**src/core/pvd_pkg.sv**
```systemverilog
// Constants and types for the power-on-clear and low-voltage detector control block
// Behaviour
// Single-threshold mode: reset until supply above low level
// Dual mode: reset below low, release above upper
// Fast rise in dual mode inserts stabilisation wait
// Source select picks supply or external pin comparator
// Reset action holds reset while selected level low
// Interrupt action fires on both threshold crossings
// Software picks one of sixteen detection levels
// Detector keeps working during stop mode
// Control bit 0 reads current below-threshold flag
// Detector reset sets reset-source bit 0
// Source select bit 2, action bit 1
// Control register bit or byte writable, resets zero
// Control bits survive detector reset, cleared otherwise
// Comparator runs only while enable bit set
// Enabled interrupt action drives flag as request
// Comparator outputs synchronised before any use
package pvd_pkg;

  // ----------------------------------------------------------------
  // Register map
  // ----------------------------------------------------------------
  localparam logic [15:0] PVD_ADDR_CTRL   = 16'hFFBE;
  localparam logic [15:0] PVD_ADDR_LEVEL  = 16'hFFBF;
  localparam logic [15:0] PVD_ADDR_RSTSRC = 16'hFFA8;

  localparam int unsigned PVD_CTRL_EN_BIT   = 7;
  localparam int unsigned PVD_CTRL_SEL_BIT  = 2;
  localparam int unsigned PVD_CTRL_ACT_BIT  = 1;
  localparam int unsigned PVD_CTRL_FLAG_BIT = 0;
  localparam int unsigned PVD_RSTSRC_LV_BIT = 0;

  localparam logic [7:0] PVD_CTRL_RESET   = 8'h00;
  localparam logic [3:0] PVD_LEVEL_RESET  = 4'h0;
  localparam logic [7:0] PVD_RDATA_RESET  = 8'h00;

  // ----------------------------------------------------------------
  // Timing
  // ----------------------------------------------------------------
  localparam int unsigned PVD_CLK_MHZ        = 200;
  localparam int unsigned PVD_SHORT_WINDOW_US_X100 = 193;
  localparam int unsigned PVD_STAB_WAIT_US_X100    = 539;
  // 1.93 ms and 5.39 ms in units of 10 us, times 10 us worth of cycles
  localparam int unsigned PVD_SHORT_WINDOW_CYC =
    PVD_SHORT_WINDOW_US_X100 * 10 * PVD_CLK_MHZ;
  localparam int unsigned PVD_STAB_WAIT_CYC =
    PVD_STAB_WAIT_US_X100 * 10 * PVD_CLK_MHZ;

  localparam int unsigned PVD_CNT_W = 21;
  typedef logic [PVD_CNT_W-1:0] pvd_cnt_type;

  // ----------------------------------------------------------------
  // Power-on-clear states
  // ----------------------------------------------------------------
  typedef enum logic [2:0] {
    PVD_POC_HOLD = 3'b001,
    PVD_POC_STAB = 3'b010,
    PVD_POC_RUN  = 3'b100
  } pvd_poc_state_type;

endpackage : pvd_pkg

```
**src/core/pvd_sync_if.sv**
```systemverilog
// Carrier between an asynchronous comparator level and its synchroniser
`timescale 1ns/1ps
interface pvd_sync_if;
  logic raw;
  logic level;
  modport src (output raw, input level);
  modport snk (input raw, output level);
endinterface : pvd_sync_if

```
**src/core/pvd_sync.sv**
```systemverilog
// Three-stage synchroniser that accepts a change once stages two and three agree
`timescale 1ns/1ps
module pvd_sync (
  input  wire logic   i_clk_sys,
  input  wire logic   i_reset,
  input  wire logic   i_ce,
  pvd_sync_if.snk     sif
);

  typedef struct packed {
    logic s1;
    logic s2;
    logic s3;
    logic level;
  } pvd_sync_state_type;

  pvd_sync_state_type st_ff;
  pvd_sync_state_type nxt_st;

  always_comb
  begin
    nxt_st       = st_ff;
    nxt_st.s1    = sif.raw;
    nxt_st.s2    = st_ff.s1;
    nxt_st.s3    = st_ff.s2;
    if (st_ff.s2 == st_ff.s3)
    begin
      nxt_st.level = st_ff.s3;
    end
  end

  // Reset to zero reads as below threshold, the safe side
  always_ff @(posedge i_clk_sys)
  begin
    if (i_reset)
    begin
      st_ff <= '0;
    end
    else if (i_ce)
    begin
      st_ff <= nxt_st;
    end
  end

  assign sif.level = st_ff.level;

endmodule : pvd_sync

```
**src/core/pvd_top.sv**
```systemverilog
// Power-on-clear reset sequencing and low-voltage detector control
`timescale 1ns/1ps
module pvd_top #(
  parameter int unsigned SHORT_WINDOW_CYC = pvd_pkg::PVD_SHORT_WINDOW_CYC,
  parameter int unsigned STAB_WAIT_CYC    = pvd_pkg::PVD_STAB_WAIT_CYC
) (
  input  wire logic        i_clk_sys,
  input  wire logic        i_reset,
  input  wire logic        i_ce,
  input  wire logic        i_poweron_threshold_mode,
  input  wire logic        i_supply_above_poc_low,
  input  wire logic        i_supply_above_poc_upper,
  input  wire logic        i_supply_above_detect,
  input  wire logic        i_ext_pin_above_detect,
  input  wire logic        i_wdt_reset,
  input  wire logic [15:0] i_reg_addr,
  input  wire logic        i_reg_wr,
  input  wire logic        i_reg_bit_wr,
  input  wire logic [2:0]  i_reg_bit_idx,
  input  wire logic        i_reg_bit_val,
  input  wire logic [7:0]  i_reg_wdata,
  input  wire logic        i_reg_rd,
  output logic [7:0]       o_reg_rdata,
  output logic             o_reg_rvalid,
  output logic             o_internal_reset,
  output logic             o_low_voltage_irq,
  output logic             o_irq_request,
  output logic             o_detector_enable,
  output logic             o_detect_source_select,
  output logic [3:0]       o_detect_level_select
);

  localparam int unsigned NSYNC = 5;

  typedef struct packed {
    pvd_pkg::pvd_poc_state_type poweron_clear;
    pvd_pkg::pvd_cnt_type       cnt;
    logic                       seen_low;
    logic                       detector_enable;
    logic                       detect_source_select;
    logic                       detect_action_select;
    logic [3:0]                 detect_level_select;
    logic                       low_level_flag;
    logic                       lowvolt_reset_source_flag;
    logic                       lvi_rst;
    logic                       rst_out;
    logic                       irq_pulse;
    logic                       irq_level;
    logic [7:0]                 rdata;
    logic                       rvalid;
  } pvd_top_state_type;

  localparam pvd_top_state_type ST_RESET = '{
    poweron_clear:                       pvd_pkg::PVD_POC_HOLD,
    cnt:                       '0,
    seen_low:                  1'b0,
    detector_enable:           pvd_pkg::PVD_CTRL_RESET[pvd_pkg::PVD_CTRL_EN_BIT],
    detect_source_select:      pvd_pkg::PVD_CTRL_RESET[pvd_pkg::PVD_CTRL_SEL_BIT],
    detect_action_select:      pvd_pkg::PVD_CTRL_RESET[pvd_pkg::PVD_CTRL_ACT_BIT],
    detect_level_select:       pvd_pkg::PVD_LEVEL_RESET,
    low_level_flag:            1'b0,
    lowvolt_reset_source_flag: 1'b0,
    lvi_rst:                   1'b0,
    rst_out:                   1'b1,
    irq_pulse:                 1'b0,
    irq_level:                 1'b0,
    rdata:                     pvd_pkg::PVD_RDATA_RESET,
    rvalid:                    1'b0
  };

  // ----------------------------------------------------------------
  // Comparator synchronisers
  // ----------------------------------------------------------------
  logic [NSYNC-1:0] raw_vec;
  logic [NSYNC-1:0] lvl_vec;

  assign raw_vec = {i_poweron_threshold_mode, i_ext_pin_above_detect,
                    i_supply_above_detect, i_supply_above_poc_upper,
                    i_supply_above_poc_low};

  pvd_sync_if sif [NSYNC] ();

  for (genvar g = 0; g < NSYNC; g++)
  begin : g_sync
    assign sif[g].raw = raw_vec[g];
    assign lvl_vec[g] = sif[g].level;
    pvd_sync u_sync (
      .i_clk_sys (i_clk_sys),
      .i_reset   (i_reset),
      .i_ce      (i_ce),
      .sif       (sif[g])
    );
  end

  logic poc_low_ok;
  logic poc_upper_ok;
  logic sup_ok;
  logic ext_ok;
  logic dual_mode;

  assign poc_low_ok   = lvl_vec[0];
  assign poc_upper_ok = lvl_vec[1];
  assign sup_ok       = lvl_vec[2];
  assign ext_ok       = lvl_vec[3];
  assign dual_mode    = lvl_vec[4];

  // ----------------------------------------------------------------
  // State
  // ----------------------------------------------------------------
  pvd_top_state_type st_ff;
  pvd_top_state_type nxt_st;

  always_comb
  begin
    logic [7:0] cur_ctrl;
    logic [7:0] wr_byte;
    logic       wr_any;
    logic       below;
    logic       poc_clear;
    cur_ctrl = 8'h00;
    wr_byte  = 8'h00;
    wr_any   = 1'b0;
    below    = 1'b0;
    poc_clear = 1'b0;
    nxt_st   = st_ff;

    // Power-on-clear sequencing
    case (st_ff.poweron_clear)
      pvd_pkg::PVD_POC_HOLD:
      begin
        if (!poc_low_ok)
        begin
          nxt_st.cnt      = '0;
          nxt_st.seen_low = 1'b1;
        end
        else if (!dual_mode)
        begin
          nxt_st.poweron_clear = pvd_pkg::PVD_POC_RUN;
        end
        else if (poc_upper_ok)
        begin
          nxt_st.cnt = '0;
          // Slow rises have had their settling time already
          if (st_ff.seen_low &&
              st_ff.cnt < pvd_pkg::pvd_cnt_type'(SHORT_WINDOW_CYC))
          begin
            nxt_st.poweron_clear = pvd_pkg::PVD_POC_STAB;
          end
          else
          begin
            nxt_st.poweron_clear = pvd_pkg::PVD_POC_RUN;
          end
        end
        else if (st_ff.cnt != '1)
        begin
          nxt_st.cnt = st_ff.cnt + 1'b1;
        end
      end
      pvd_pkg::PVD_POC_STAB:
      begin
        if (!poc_low_ok)
        begin
          nxt_st.poweron_clear = pvd_pkg::PVD_POC_HOLD;
          nxt_st.cnt = '0;
        end
        else if (st_ff.cnt >= pvd_pkg::pvd_cnt_type'(STAB_WAIT_CYC - 1))
        begin
          nxt_st.poweron_clear = pvd_pkg::PVD_POC_RUN;
          nxt_st.cnt = '0;
        end
        else
        begin
          nxt_st.cnt = st_ff.cnt + 1'b1;
        end
      end
      pvd_pkg::PVD_POC_RUN:
      begin
        if (!poc_low_ok)
        begin
          nxt_st.poweron_clear      = pvd_pkg::PVD_POC_HOLD;
          nxt_st.cnt      = '0;
          nxt_st.seen_low = 1'b1;
        end
        else
        begin
          nxt_st.seen_low = 1'b0;
        end
      end
      default:
      begin
        nxt_st.poweron_clear = pvd_pkg::PVD_POC_HOLD;
        nxt_st.cnt = '0;
      end
    endcase
    poc_clear = (st_ff.poweron_clear != pvd_pkg::PVD_POC_RUN);

    // ----------------------------------------------------------------
    // Register access
    // ----------------------------------------------------------------
    cur_ctrl = 8'h00;
    cur_ctrl[pvd_pkg::PVD_CTRL_EN_BIT]   = st_ff.detector_enable;
    cur_ctrl[pvd_pkg::PVD_CTRL_SEL_BIT]  = st_ff.detect_source_select;
    cur_ctrl[pvd_pkg::PVD_CTRL_ACT_BIT]  = st_ff.detect_action_select;
    cur_ctrl[pvd_pkg::PVD_CTRL_FLAG_BIT] = st_ff.low_level_flag;

    wr_any  = i_reg_wr | i_reg_bit_wr;
    wr_byte = i_reg_wdata;
    if (i_reg_bit_wr)
    begin
      wr_byte = (i_reg_addr == pvd_pkg::PVD_ADDR_LEVEL) ?
                {4'h0, st_ff.detect_level_select} : cur_ctrl;
      wr_byte[i_reg_bit_idx] = i_reg_bit_val;
    end

    if (wr_any && i_reg_addr == pvd_pkg::PVD_ADDR_CTRL)
    begin
      // Flag bit and bits 6..3 are not writable
      nxt_st.detector_enable      = wr_byte[pvd_pkg::PVD_CTRL_EN_BIT];
      nxt_st.detect_source_select = wr_byte[pvd_pkg::PVD_CTRL_SEL_BIT];
      nxt_st.detect_action_select = wr_byte[pvd_pkg::PVD_CTRL_ACT_BIT];
    end
    if (wr_any && i_reg_addr == pvd_pkg::PVD_ADDR_LEVEL)
    begin
      nxt_st.detect_level_select = wr_byte[3:0];
    end

    nxt_st.rvalid = i_reg_rd;
    if (i_reg_rd)
    begin
      case (i_reg_addr)
        pvd_pkg::PVD_ADDR_CTRL:   nxt_st.rdata = cur_ctrl;
        pvd_pkg::PVD_ADDR_LEVEL:  nxt_st.rdata = {4'h0, st_ff.detect_level_select};
        pvd_pkg::PVD_ADDR_RSTSRC: nxt_st.rdata = {7'h00, st_ff.lowvolt_reset_source_flag};
        default:                  nxt_st.rdata = 8'h00;
      endcase
      if (i_reg_addr == pvd_pkg::PVD_ADDR_RSTSRC)
      begin
        nxt_st.lowvolt_reset_source_flag = 1'b0;
      end
    end

    // ----------------------------------------------------------------
    // Detector, no stop-mode gating so it runs in stop too
    // ----------------------------------------------------------------
    below = st_ff.detect_source_select ? !ext_ok : !sup_ok;
    nxt_st.low_level_flag = st_ff.detector_enable & below;
    nxt_st.lvi_rst  = st_ff.detector_enable & st_ff.detect_action_select
                      & below;
    nxt_st.irq_level = st_ff.detector_enable & !st_ff.detect_action_select
                       & st_ff.low_level_flag;
    nxt_st.irq_pulse = st_ff.detector_enable & !st_ff.detect_action_select
                       & (nxt_st.low_level_flag != st_ff.low_level_flag);

    // Set wins over the read-clear
    if (nxt_st.lvi_rst && !st_ff.lvi_rst)
    begin
      nxt_st.lowvolt_reset_source_flag = 1'b1;
    end

    // Power-on and watchdog resets clear control, detector reset does not
    if (poc_clear || i_wdt_reset)
    begin
      nxt_st.detector_enable      = 1'b0;
      nxt_st.detect_source_select = 1'b0;
      nxt_st.detect_action_select = 1'b0;
      nxt_st.detect_level_select  = pvd_pkg::PVD_LEVEL_RESET;
      nxt_st.low_level_flag       = 1'b0;
      nxt_st.lvi_rst              = 1'b0;
      nxt_st.irq_pulse            = 1'b0;
      nxt_st.irq_level            = 1'b0;
    end
    if (poc_clear)
    begin
      nxt_st.lowvolt_reset_source_flag = 1'b0;
    end

    nxt_st.rst_out = (nxt_st.poweron_clear != pvd_pkg::PVD_POC_RUN) | nxt_st.lvi_rst;
  end

  // Reset is honoured even while the clock enable is low
  always_ff @(posedge i_clk_sys)
  begin
    if (i_reset)
    begin
      st_ff <= ST_RESET;
    end
    else if (i_ce)
    begin
      st_ff <= nxt_st;
    end
  end

  assign o_reg_rdata            = st_ff.rdata;
  assign o_reg_rvalid           = st_ff.rvalid;
  assign o_internal_reset       = st_ff.rst_out;
  assign o_low_voltage_irq      = st_ff.irq_pulse;
  assign o_irq_request          = st_ff.irq_level;
  assign o_detector_enable      = st_ff.detector_enable;
  assign o_detect_source_select = st_ff.detect_source_select;
  assign o_detect_level_select  = st_ff.detect_level_select;

endmodule : pvd_top

```
**config.mk**
```make
export PLATFORM = sky130hd
export DESIGN_NAME = pvd_top
export DESIGN_NICKNAME = d
export VERILOG_FILES = /design/src/core/pvd_pkg.sv /design/src/core/pvd_sync_if.sv /design/src/core/pvd_sync.sv /design/src/core/pvd_top.sv
export SDC_FILE = /design/constraint.sdc
export NUM_CORES = 1
export LEC_CHECK = 0
export BUFFER_PORTS_ARGS = -buffer_cell sky130_fd_sc_hd__buf_4
export CAP_MARGIN = 15
export CORE_ASPECT_RATIO = 1.4
export CORE_UTILIZATION = 45
export CTS_CLUSTER_DIAMETER = 50
export CTS_CLUSTER_SIZE = 16
export DETAILED_ROUTE_END_ITERATION = 10
export GPL_ROUTABILITY_DRIVEN = 0
export HOLD_SLACK_MARGIN = 0.06
export MAX_ROUTING_LAYER = met4
export PLACE_DENSITY = 0.7
export RECOVER_POWER = 25
export SLEW_MARGIN = 20
export SYNTH_ARGS = -nofsm -noshare
export SYNTH_HDL_FRONTEND = slang
export SYNTH_SLANG_ARGS = --single-unit
```
**constraint.sdc**
```tcl
create_clock -name i_clk_sys -period 5.28 [get_ports i_clk_sys]
set_input_delay 0.264 -clock i_clk_sys [delete_from_list [all_inputs] [get_ports i_clk_sys]]
set_output_delay 0.264 -clock i_clk_sys [all_outputs]
set_load 0.1 [all_outputs]
```
==> results.md, run 1 <==
- Sequential Power Share: a little under half
- Vias: between 3000 and 4000
- Setup ws final: 2213 ps
- DRC violations left: 0
- Worst Max-Slew Pin Slew: 2058 ps
- Clk network pwr share: ~45%
- Clock latency on the worst-skew pair: 350 ps
- Worst-path fanout max: 42
- Die width: just under 80 µm
- Design Power: 1069 µW
- Sum of negative setup slack: 0 ps
- Tmin final: 3067 ps
- Primary FF master, synth: dfxtp_1
- Gr ovfl total: 0
- Leak Pwr: 0.001621 µW
- Cell Rows: 38
- Max incr delay on CP: about 1400 ps
- Internal power: 796.7 µW
- Clock sink count: 64
- Maxcap violations: 1
- Relative slew margins: -37.21%
- Hold Path Class: in2reg
- Final period util: between 50% and 60%
- Routed wire length: 8543 µm
- H-Tree Level Count: 3
- Post-CTS Hold Fix Bufs: 0
- Sequential share of the synthesized area: 35.10%
- Final setup viols: 0
- DP Worst Slack: 2663 ps
- CP arrival: 3320 ps
- Core Box Area: 7797 µm²
- Sw Pwr: between 200 and 300 µW
- Largest net degree at the start of global routing: 62
- Antenna violations before repair: 0
- Sequence of cells on the critical path: clkbuf_1, inv_1, or3_1, a221oi_1
- Share of layout cells above drive strength 1: about 16%
- CTS buffer count: 9
- Yosys top cell area share: roughly a third
- Post-CTS Setup Inserts: 0
- IO Port Bufs: slightly above 50
- Die area: 8480 µm²
- FFs w/ async S/R, synth: 0%
- Post-route ant nets: 0
- Comb pwr share: 8.8%
- TritonCTS clock tree: yes
- Switching Fraction: 25.46%
- FMAX: between 300 and 400 MHz
- Final Max Slew Viols: 43
- Die span in y: 108.6 µm
- Crit end category: register
- Synth Cell Area: ~3600 µm²
- Max Root-Sink Buffers: 2
- Layout Nets: 530
- Detailed Place HPWL: 5991 µm
- Final hold viol count: 0
- Initial drt markers: 169
- Pwr Density: 257.2 nW/µm²
- Number of distinct library cells after synthesis: 66
- Ant. Diodes: 0
- RSZ-0062 raised after global routing: no
- Synth area leaders: dfxtp_1 35%, mux2i_1 6.0%, nand3_1 5.6%
- Mapped Avg Cell Area: 7.799 µm²
- Clock-pin slew of the registers on the worst-case setup and hold paths: around 80 ps
- Post-synth EDFFs: 0
- Routed vias/inst: 5.785
- Clock skew: just under 9 ps
- Synth warnings: 0
- Area grow syn2layout: 13.85%
- Number of synthesized register bits: 64
- Root buf cell: clkbuf_8
- Starting Density: between 40 and 50%
- Critical path class: in2reg
- FF-to-FF path depth: 7
- First-pass iteration count of the detailed router: 5
- Vias in the first global route: roughly 3300
- Drt wl/cell: 14.38 µm
- Min Hold Slack: 147.8 ps
- Total of fill cells in the finished design: between 700 and 800
- IO Count: 58
- Startpoint types: primary input
- Yosys top cell by area: dfxtp_1
- Syn Inst Count: 468
- All-Layer GR Usage: between 20% and 30%
- Status: finished, violations left
- Violated checks: capacitance limit, slew limit
- Post-cts resize count: 0
- Max VDD drop: around 0.17 mV
- Req. time, crit path: 5530 ps
- WHS Path Cells: 3
- First-pass GRT wire length: 14620 µm
- Slowest library cell on the worst path: clkbuf_1
==> worst max-delay path, delay by kind of cell <==
| kind | cells | cell delay, ps |
|---|---|---|
| buf+inv | 2 | 2210 |
| simple gates | 1 | 570 |
| compound gates | 1 | 260 |
==> worst paths after layout <==
check,from,end,slack (ps)
worst max-delay path,i_ce,st_ff[22],2210
worst min-delay path,i_supply_above_poc_low,g_sync[0].u_sync.nxt_st[2],150
worst max register to register,st_ff[23],st_ff[40],2630
worst min register to register,g_sync[2].u_sync.st_ff[1],g_sync[2].u_sync.sif.level,460
==> routing by layer <==
layer  vias to the layer above  part of all wire, %  GRT usage [%]
li1                       1714                    -              -
met1                      1618                   41          23.05
met2                        87                   53          40.35
met3                        17                  4.0          4.979
met4                         0                  2.4          9.921
met5                         -                    0              -
==> power by group through the flow <==
stage | clock network [µW] | registers [µW] | logic (µW)
2_1_floorplan | 0 | 507 | 61.3
3_3_place_gp | 0 | 505 | 92.3
3_5_place_dp | 0 | 506 | 93.4
4_1_cts | 494 | 494 | 93.8
5_1_grt | 514 | 495 | 103
6_report | 480 | 494 | 94.0
==> cell usage in the layout (no fill, tap or decap), types with 6 or more instances in the layout <==
| cell | count |
|---|---|
| nand4_1 | 13 |
| nor2_1 | 53 |
| inv_1 | 14 |
| nand3_1 | 41 |
| buf_4 | 49 |
| o21ai_0 | 14 |
| and3_1 | 6 |
| nand2_1 | 49 |
| nor3_1 | 9 |
| and4_1 | 6 |
| clkbuf_8 | 9 |
| a31oi_1 | 14 |
| dfxtp_1 | 64 |
| a21oi_1 | 26 |
| mux2i_1 | 22 |
==> cell type report <==
type	instances	area (µm²)	share of cell area (%)
Tap cell	100	125.1	3.011
Clock buffer	9	123.9	2.981
Inverter	14	52.55	1.265
Timing Repair Buffer	52	379.1	9.124
Multi-Input combinational cell	348	2088	50.26
Sequential cell	64	1281	30.83
Clock inverter	7	105.1	2.529
==> synthesized netlist by cell type (all sizes together), types with 3 or more instances <==
library cell / count
o21ai: 19
and3: 6
inv: 14
nand3: 41
o211ai: 5
clkbuf: 16
dfxtp: 64
nor3: 9
a21oi: 26
a21o: 5
and4: 6
nor2: 55
a31oi: 14
a22oi: 3
and2: 6
nor2b: 3
nand4b: 3
nand2b: 5
buf: 28
nor4: 6
nand2: 49
mux2i: 22
nor3b: 3
or2: 4
nand4: 13
a211o: 5
==> flip-flops by register name, summed over array words and instances, names as in the netlist <==
signal and count:
g_sync.u_sync.nxt_st 10, o_reg_rdata 5, o_irq_request 1, o_reg_rvalid 1, g_sync.u_sync.st_ff 5, o_internal_reset 1, o_low_voltage_irq 1, o_detector_enable 1
g_sync.u_sync.sif.level 5, o_detect_level_select 4, o_detect_source_select 1, st_ff 29
==> through the flow <==
step | std cells | area, µm² | util, %
final | 594 | 4155 | 53.29
after global routing | 594 | 4155 | 53.29
after CTS | 594 | 4167 | 53.43
after detailed placement | 578 | 3938 | 50.50
after global placement | 578 | 3930 | 50.40
after floorplan | 470 | 3657 | -
==> kinds of logic after synthesis <==
kind of cell               synth area share (%)
buffers and inverters                     8.091
adders and majority gates                0.3428
xor gates and xnor gates                 0.4800
and+or+nand+nor                           31.51
other                                    0.1027
DFF                                       35.10
AOI/OAI and AO/OA                         18.03
muxes                                     6.342
No activity file was read; power rests on OpenSTA's default activity.
==> run 2: changes to the inputs <==
PLACE_DENSITY = 0.72   (was 0.7)
clock period = 2.7 ns   (was 5.28 ns; I/O delays follow)
==> results.md, run 2 (same netlist as run 1, synthesis figures left out) <==
- Pwr Density: roughly 470 nW/µm²
- Clock-pin slew of the registers on the worst-case setup and hold paths: roughly 80 ps
- Cell Rows: 38
- Final Max Slew Viols: 0
- Final hold viol count: 0
- Antenna violations before repair: 0
- Metal2 WL: 4594 µm
- Area grow syn2layout: 17.45%
- Largest net degree at the start of global routing: 39
- Metal3 WL: 441 µm
- Max Root-Sink Buffers: 2
- Layout Nets: 548
- IO Port Bufs: 51
- Vias: 3536
- First-pass GRT wire length: 14460 µm
- Routed wire length: 8793 µm
- Worst Max-Slew Pin Slew: between 1000 and 1500 ps
- Dpl cell area: 4040 µm²
- FMAX: 425.6 MHz
- Final period util: 87.02%
- CTS buffer count: 9
- Most common cell after layout, fill and taps aside: dfxtp_1
- Total of fill cells in the finished design: 732
- Gr ovfl total: 0
- Post-cts resize count: 0
- Final setup viols: 0
- Root buf cell: clkbuf_8
- Routed vias/inst: 5.778
- Crit path top cell by count: o21ai_1
- Relative slew margins: 1.862%
- Clock skew: 5.667 ps
- Largest reg by FF count: st_ff
- Drt wl/cell: 14.37 µm
- Clock latency on the worst-skew pair: 360 ps
- CP arrival: 2620 ps
- H-Tree Level Count: 3
- IO Count: between 50 and 60
- Final core utilization: around 55%
- Startpoint types: register
- Critical path class: reg2reg
- TritonCTS clock tree: yes
- Status: completed
- Initial drt markers: 146
- Metal-1 WL: 3494 µm
- Crit end category: register
- Worst-path fanout max: 15
- Slowest library cell on the worst path: or4_4
- Ant. Diodes: 0
- Starting Density: 46.81%
- All-Layer GR Usage: approximately 22%
- Hold Path Class: in2reg
- Maxcap violations: 0
- RSZ-0062 raised after global routing: no
- Sequence of cells on the critical path: or4_4, o21ai_1, o211ai_1, o21bai_2, buf_4, o21ai_1, a211oi_1
- Die span in y: 108.6 µm
- Leak Pwr: approximately 0.0017 µW
- Detailed Place HPWL: 6307 µm
- Die width: 78.12 µm
- DRC violations left: 0
- Req. time, crit path: 2970 ps
- Sum of negative setup slack: 0 ps
- Max incr delay on CP: around 560 ps
- Post-route ant nets: 0
- Share of layout cells above drive strength 1: 18.55%
- Core Box Area: 7797 µm²
- Max reg flops: 29
- Die area: 8480 µm²
- Max VDD drop: 0.4150 mV
- First-pass iteration count of the detailed router: 4
- Vias in the first global route: 3203
- Most frequent cells in the layout: 64 x dfxtp_1, 62 x buf_4, 53 x nor2_1
- Clock sink count: 64
- Tmin final: 2350 ps
- Final instance area: roughly 4300 µm²
- Top sig layer: met4
-- run 2: cell count changes in the layout (fill, tap and decap cells not counted), sizes merged --
cell	previous run	this run
clkbuf	12	11
inv	15	16
buf	49	63
bufinv	2	1
dlygate4sd3	0	5
clkinvlp	1	2
clkinv	3	2
-- run 2: worst paths after layout --
kind                     to  slack (ps)            from  depth (start not counted)
max               st_ff[34]         350       st_ff[39]                          7
min               st_ff[12]         120     i_wdt_reset                          4
max reg2reg       st_ff[34]         350       st_ff[39]                          7
min reg2reg  o_reg_rdata[7]         460  o_reg_rdata[7]                          2
-- run 2: area by class of cell --
cell class	count	area, µm²	share of cell area [%]
Clock buffer	9	123.9	2.890
Timing Repair Buffer	70	543.0	12.67
Inverter	14	52.55	1.226
Multi-Input combinational cell	348	2081	48.54
Clock inverter	7	80.08	1.868
Sequential cell	64	1281	29.89
Tap cell	100	125.1	2.919
-- run 2: worst max-delay path, delay by kind of cell (launching register included) --
family,cells,cell delay (ps)
AOI/OAI and AO/OA,5,1040
and+or+nand+nor,1,560
DFF,1,370
buffers and inverters,1,300
-- run 2: repair_timing --
item,in CTS,in global routing
hold endpoints to repair,5,0
setup buffers,0,0
hold buffers,5,0
setup endpoints to repair,0,0
-- run 2: per-layer routing --
layer  vias up  track usage [%]
li1       1761                -
met1      1636            22.66
met2       119            39.66
met3        20            4.726
met4         0            12.83
met5         -                -
-- run 2: stage by stage --
| step | hold WS (ps) | total power, µW | std cells | setup WS (ps) |
|---|---|---|---|---|
| 6_report | 115.8 | 2014 | 612 | 350.3 |
| 3_3_place_gp | 372.2 | 1179 | 591 | 457.3 |
| 3_5_place_dp | 384.3 | 1182 | 591 | 369.7 |
| 2_1_floorplan | 282.2 | 1110 | 470 | 610.1 |
| 4_1_cts | 100.7 | 2030 | 612 | 354.8 |
| 5_1_grt | 144.6 | 2104 | 612 | 134.8 |
-- run 2: power by group --
group          total, µW  internal, µW  switching (µW)
combinational        200          83.8             117
clock                847           435             412
sequential           967           956            10.9
==> run 3: changes to the inputs <==
ABC_AREA = 1   (was not set)
==> results.md, run 3 <==
- Pwr Density: 474.1 nW/µm²
- Synth warnings: 0
- Syn Inst Count: 553
- Clock-pin slew of the registers on the worst-case setup and hold paths: 70 ps
- Yosys top cell area share: 35.83%
- Clock latency on the worst-skew pair: 340 ps
- All-Layer GR Usage: 22.40%
- Share of layout cells above drive strength 1: 15.33%
- IO Count: 58
- Worst Setup SP: st_ff[23]
- Max VDD drop: 0.4644 mV
- Sw Pwr: about 530 µW
- Detailed Place HPWL: a little over 6000 µm
- Number of distinct library cells after synthesis: 35
- Startpoint types: register
- Yosys top cell by area: dfxtp_1
- Internal power: 1426 µW
- Most common cell after layout, fill and taps aside: nand2_1
- Final hold viol count: 0
- Drt wl/cell: 12.16 µm
- FFs w/ async S/R, synth: 0%
- Vias: 3595
- Sum of negative setup slack: 0 ps
- Post-route ant nets: 0
- Worst-path fanout max: 17
- Clock skew: 7.032 ps
- Capture point of the worst reg-to-reg path: st_ff[43]
- CP arrival: 2270 ps
- Clk network pwr share: 37.3%
- Routed vias/inst: ~5.1
- FF-to-FF path depth: 11
- Largest reg by FF count: st_ff
- H-Tree Level Count: 3
- Maxcap violations: 0
- Sequential Power Share: 50.2%
- DRC violations left: 0
- Most frequent cell after synthesis: nand2_1
- Core Box Area: 7702 µm²
- Final core utilization: 53.64%
- Cell Rows: 38
- CP Capture Point: st_ff[43]
- Crit end category: register
- Critical path class: reg2reg
- First-pass iteration count of the detailed router: 4
- Sequential share of the synthesized area: ~36%
- Relative slew margins: 21.04%
- TritonCTS clock tree: yes
- Routed wire length: approximately 8500 µm
- Post-synth EDFFs: 0
- Tmin final: 2041 ps
- Die width: between 70 and 80 µm
- Number of synthesized register bits: between 60 and 70
- Final setup viols: 0
- Primary FF master, synth: dfxtp_1
- Area grow syn2layout: 15.54%
- Die area: 8312 µm²
- RSZ-0062 raised after global routing: no
- Worst R2R Setup Slack: 660 ps
- Die span in y: between 100 and 150 µm
- Min Hold Slack: between 150 and 200 ps
- Worst r2r src: st_ff[23]
- FMAX: between 400 and 500 MHz
- Ant. Diodes: 0
- Hold Path Class: in2reg
- Max reg flops: 29
- Comb pwr share: 12.5%
- Antenna violations before repair: 0
- Req. time, crit path: 2930 ps
- Gr ovfl total: 0
- First-pass GRT wire length: 14500 µm
- Largest net degree at the start of global routing: 31
- Initial drt markers: 281
- Final period util: 75.58%
- Final Max Slew Viols: 0
- Most frequent cells in the layout: 140 x nand2_1, 71 x nor2_1, 64 x dfxtp_1
- Switching Fraction: 27.21%
- Post-cts resize count: 0
- Root buf cell: clkbuf_8
- IO Port Bufs: 51
- Clock sink count: 64
- Post-CTS Setup Inserts: 0
- Layout Nets: ~640
- Starting Density: 46.43%
- Synth Cell Area: 3576 µm²
- Synth area leaders: dfxtp_1 36%, nand2_1 15%, nor2_1 7.5%
- Max Root-Sink Buffers: 2
- Vias in the first global route: 3386
- CTS buffer count: 9
- Post-synth top cells: 140 x nand2_1, 71 x nor2_1, 64 x dfxtp_1
- Leak Pwr: approximately 0.0017 µW
- Worst Max-Slew Pin Slew: approximately 1200 ps
- Mapped Avg Cell Area: between 6 and 7 µm²
- Status: completed
==> run 3: cell count changes after synthesis, sizes merged, moves of 6 or more <==
cell | previous run | this run
and4 | 6 | 0
buf | 28 | 16
nor2 | 55 | 78
a21oi | 26 | 51
nor4 | 6 | 0
and2 | 6 | 0
nand2 | 49 | 146
mux2i | 22 | 0
o21ai | 19 | 45
inv | 14 | 55
a31oi | 14 | 2
==> run 3: power groups by stage <==
stage                     Sequential, µW  Clock [µW]  Combinational [µW]
after floorplan                     1020           0                 157
after CTS                            983         753                 245
final                                984         731                 244
after global routing                 986         794                 267
after detailed placement            1000           0                 238
after global placement              1000           0                 234
==> run 3: worst min path at each step <==
stage | endpoint | startpoint | slack, ps | cells after the start
after floorplan | g_sync[1].u_sync.nxt_st[2] | i_supply_above_poc_upper | 270 | 2
after global placement | g_sync[1].u_sync.nxt_st[2] | i_supply_above_poc_upper | 360 | 3
after detailed placement | g_sync[1].u_sync.nxt_st[2] | i_supply_above_poc_upper | 360 | 3
after CTS | o_detector_enable | i_wdt_reset | 140 | 4
after global routing | o_detect_level_select[1] | i_wdt_reset | 170 | 4
final | o_detector_enable | i_wdt_reset | 160 | 4
==> run 3: logic make-up (layout without fill, tap and decap cells) <==
logic type / after synthesis / after routing / synth area share (%)
AOI/OAI and AO/OA: 102 / 102 / 15.15
other: 1 / 3 / 0.1049
buffers and inverters: 85 / 130 / 11.09
adders and majority gates: 1 / 1 / 0.3498
xor gates and xnor gates: 5 / 5 / 1.225
DFF: 64 / 64 / 35.83
and+or+nand+nor: 295 / 295 / 36.25
==> run 3: layer usage <==
layer	share of wire, %	routed length, µm	GRT usage [%]	vias up
li1	-	-	-	1868
met1	43	3651	24.71	1647
met2	52	4385	39.89	69
met3	4.1	345	3.729	11
met4	1.5	129	8.895	0
met5	0	0	-	-
==> run 3: worst max-delay path: stages (launching register included) <==
cell and delay [ps]:
dfxtp_1 400, ha_1 230, nand3_1 150, nor2_1 130, nand2_1 60, nand2_1 50, nand2_1 50, nand3_2 110
nand2_2 230, inv_1 220, nand2_1 120, and3_1 180
==> run 3: metrics by stage <==
step	setup WS [ps]	area [µm²]	cells	total power, µW
2_1_floorplan	802.8	3583	555	1174
5_1_grt	495.0	4131	700	2047
3_3_place_gp	731.7	3931	680	1238
6_report	659.3	4131	700	1959
3_5_place_dp	716.0	3931	680	1243
4_1_cts	697.7	4154	700	1981
==> run 3: repair_timing <==
item,CTS,global route
hold buffers,5,0
endpoints found under the hold margin,5,0
endpoints found under the setup margin,0,0
==> run 3: area by class of cell <==
type,count,area [µm²]
clock buffer,12,155.1
clock inverter,3,17.52
fill,792,3571
inverter,55,206.4
multi-input combinational,406,1906
sequential,64,1281
tap,100,125.1
timing repair buffer,60,440.4
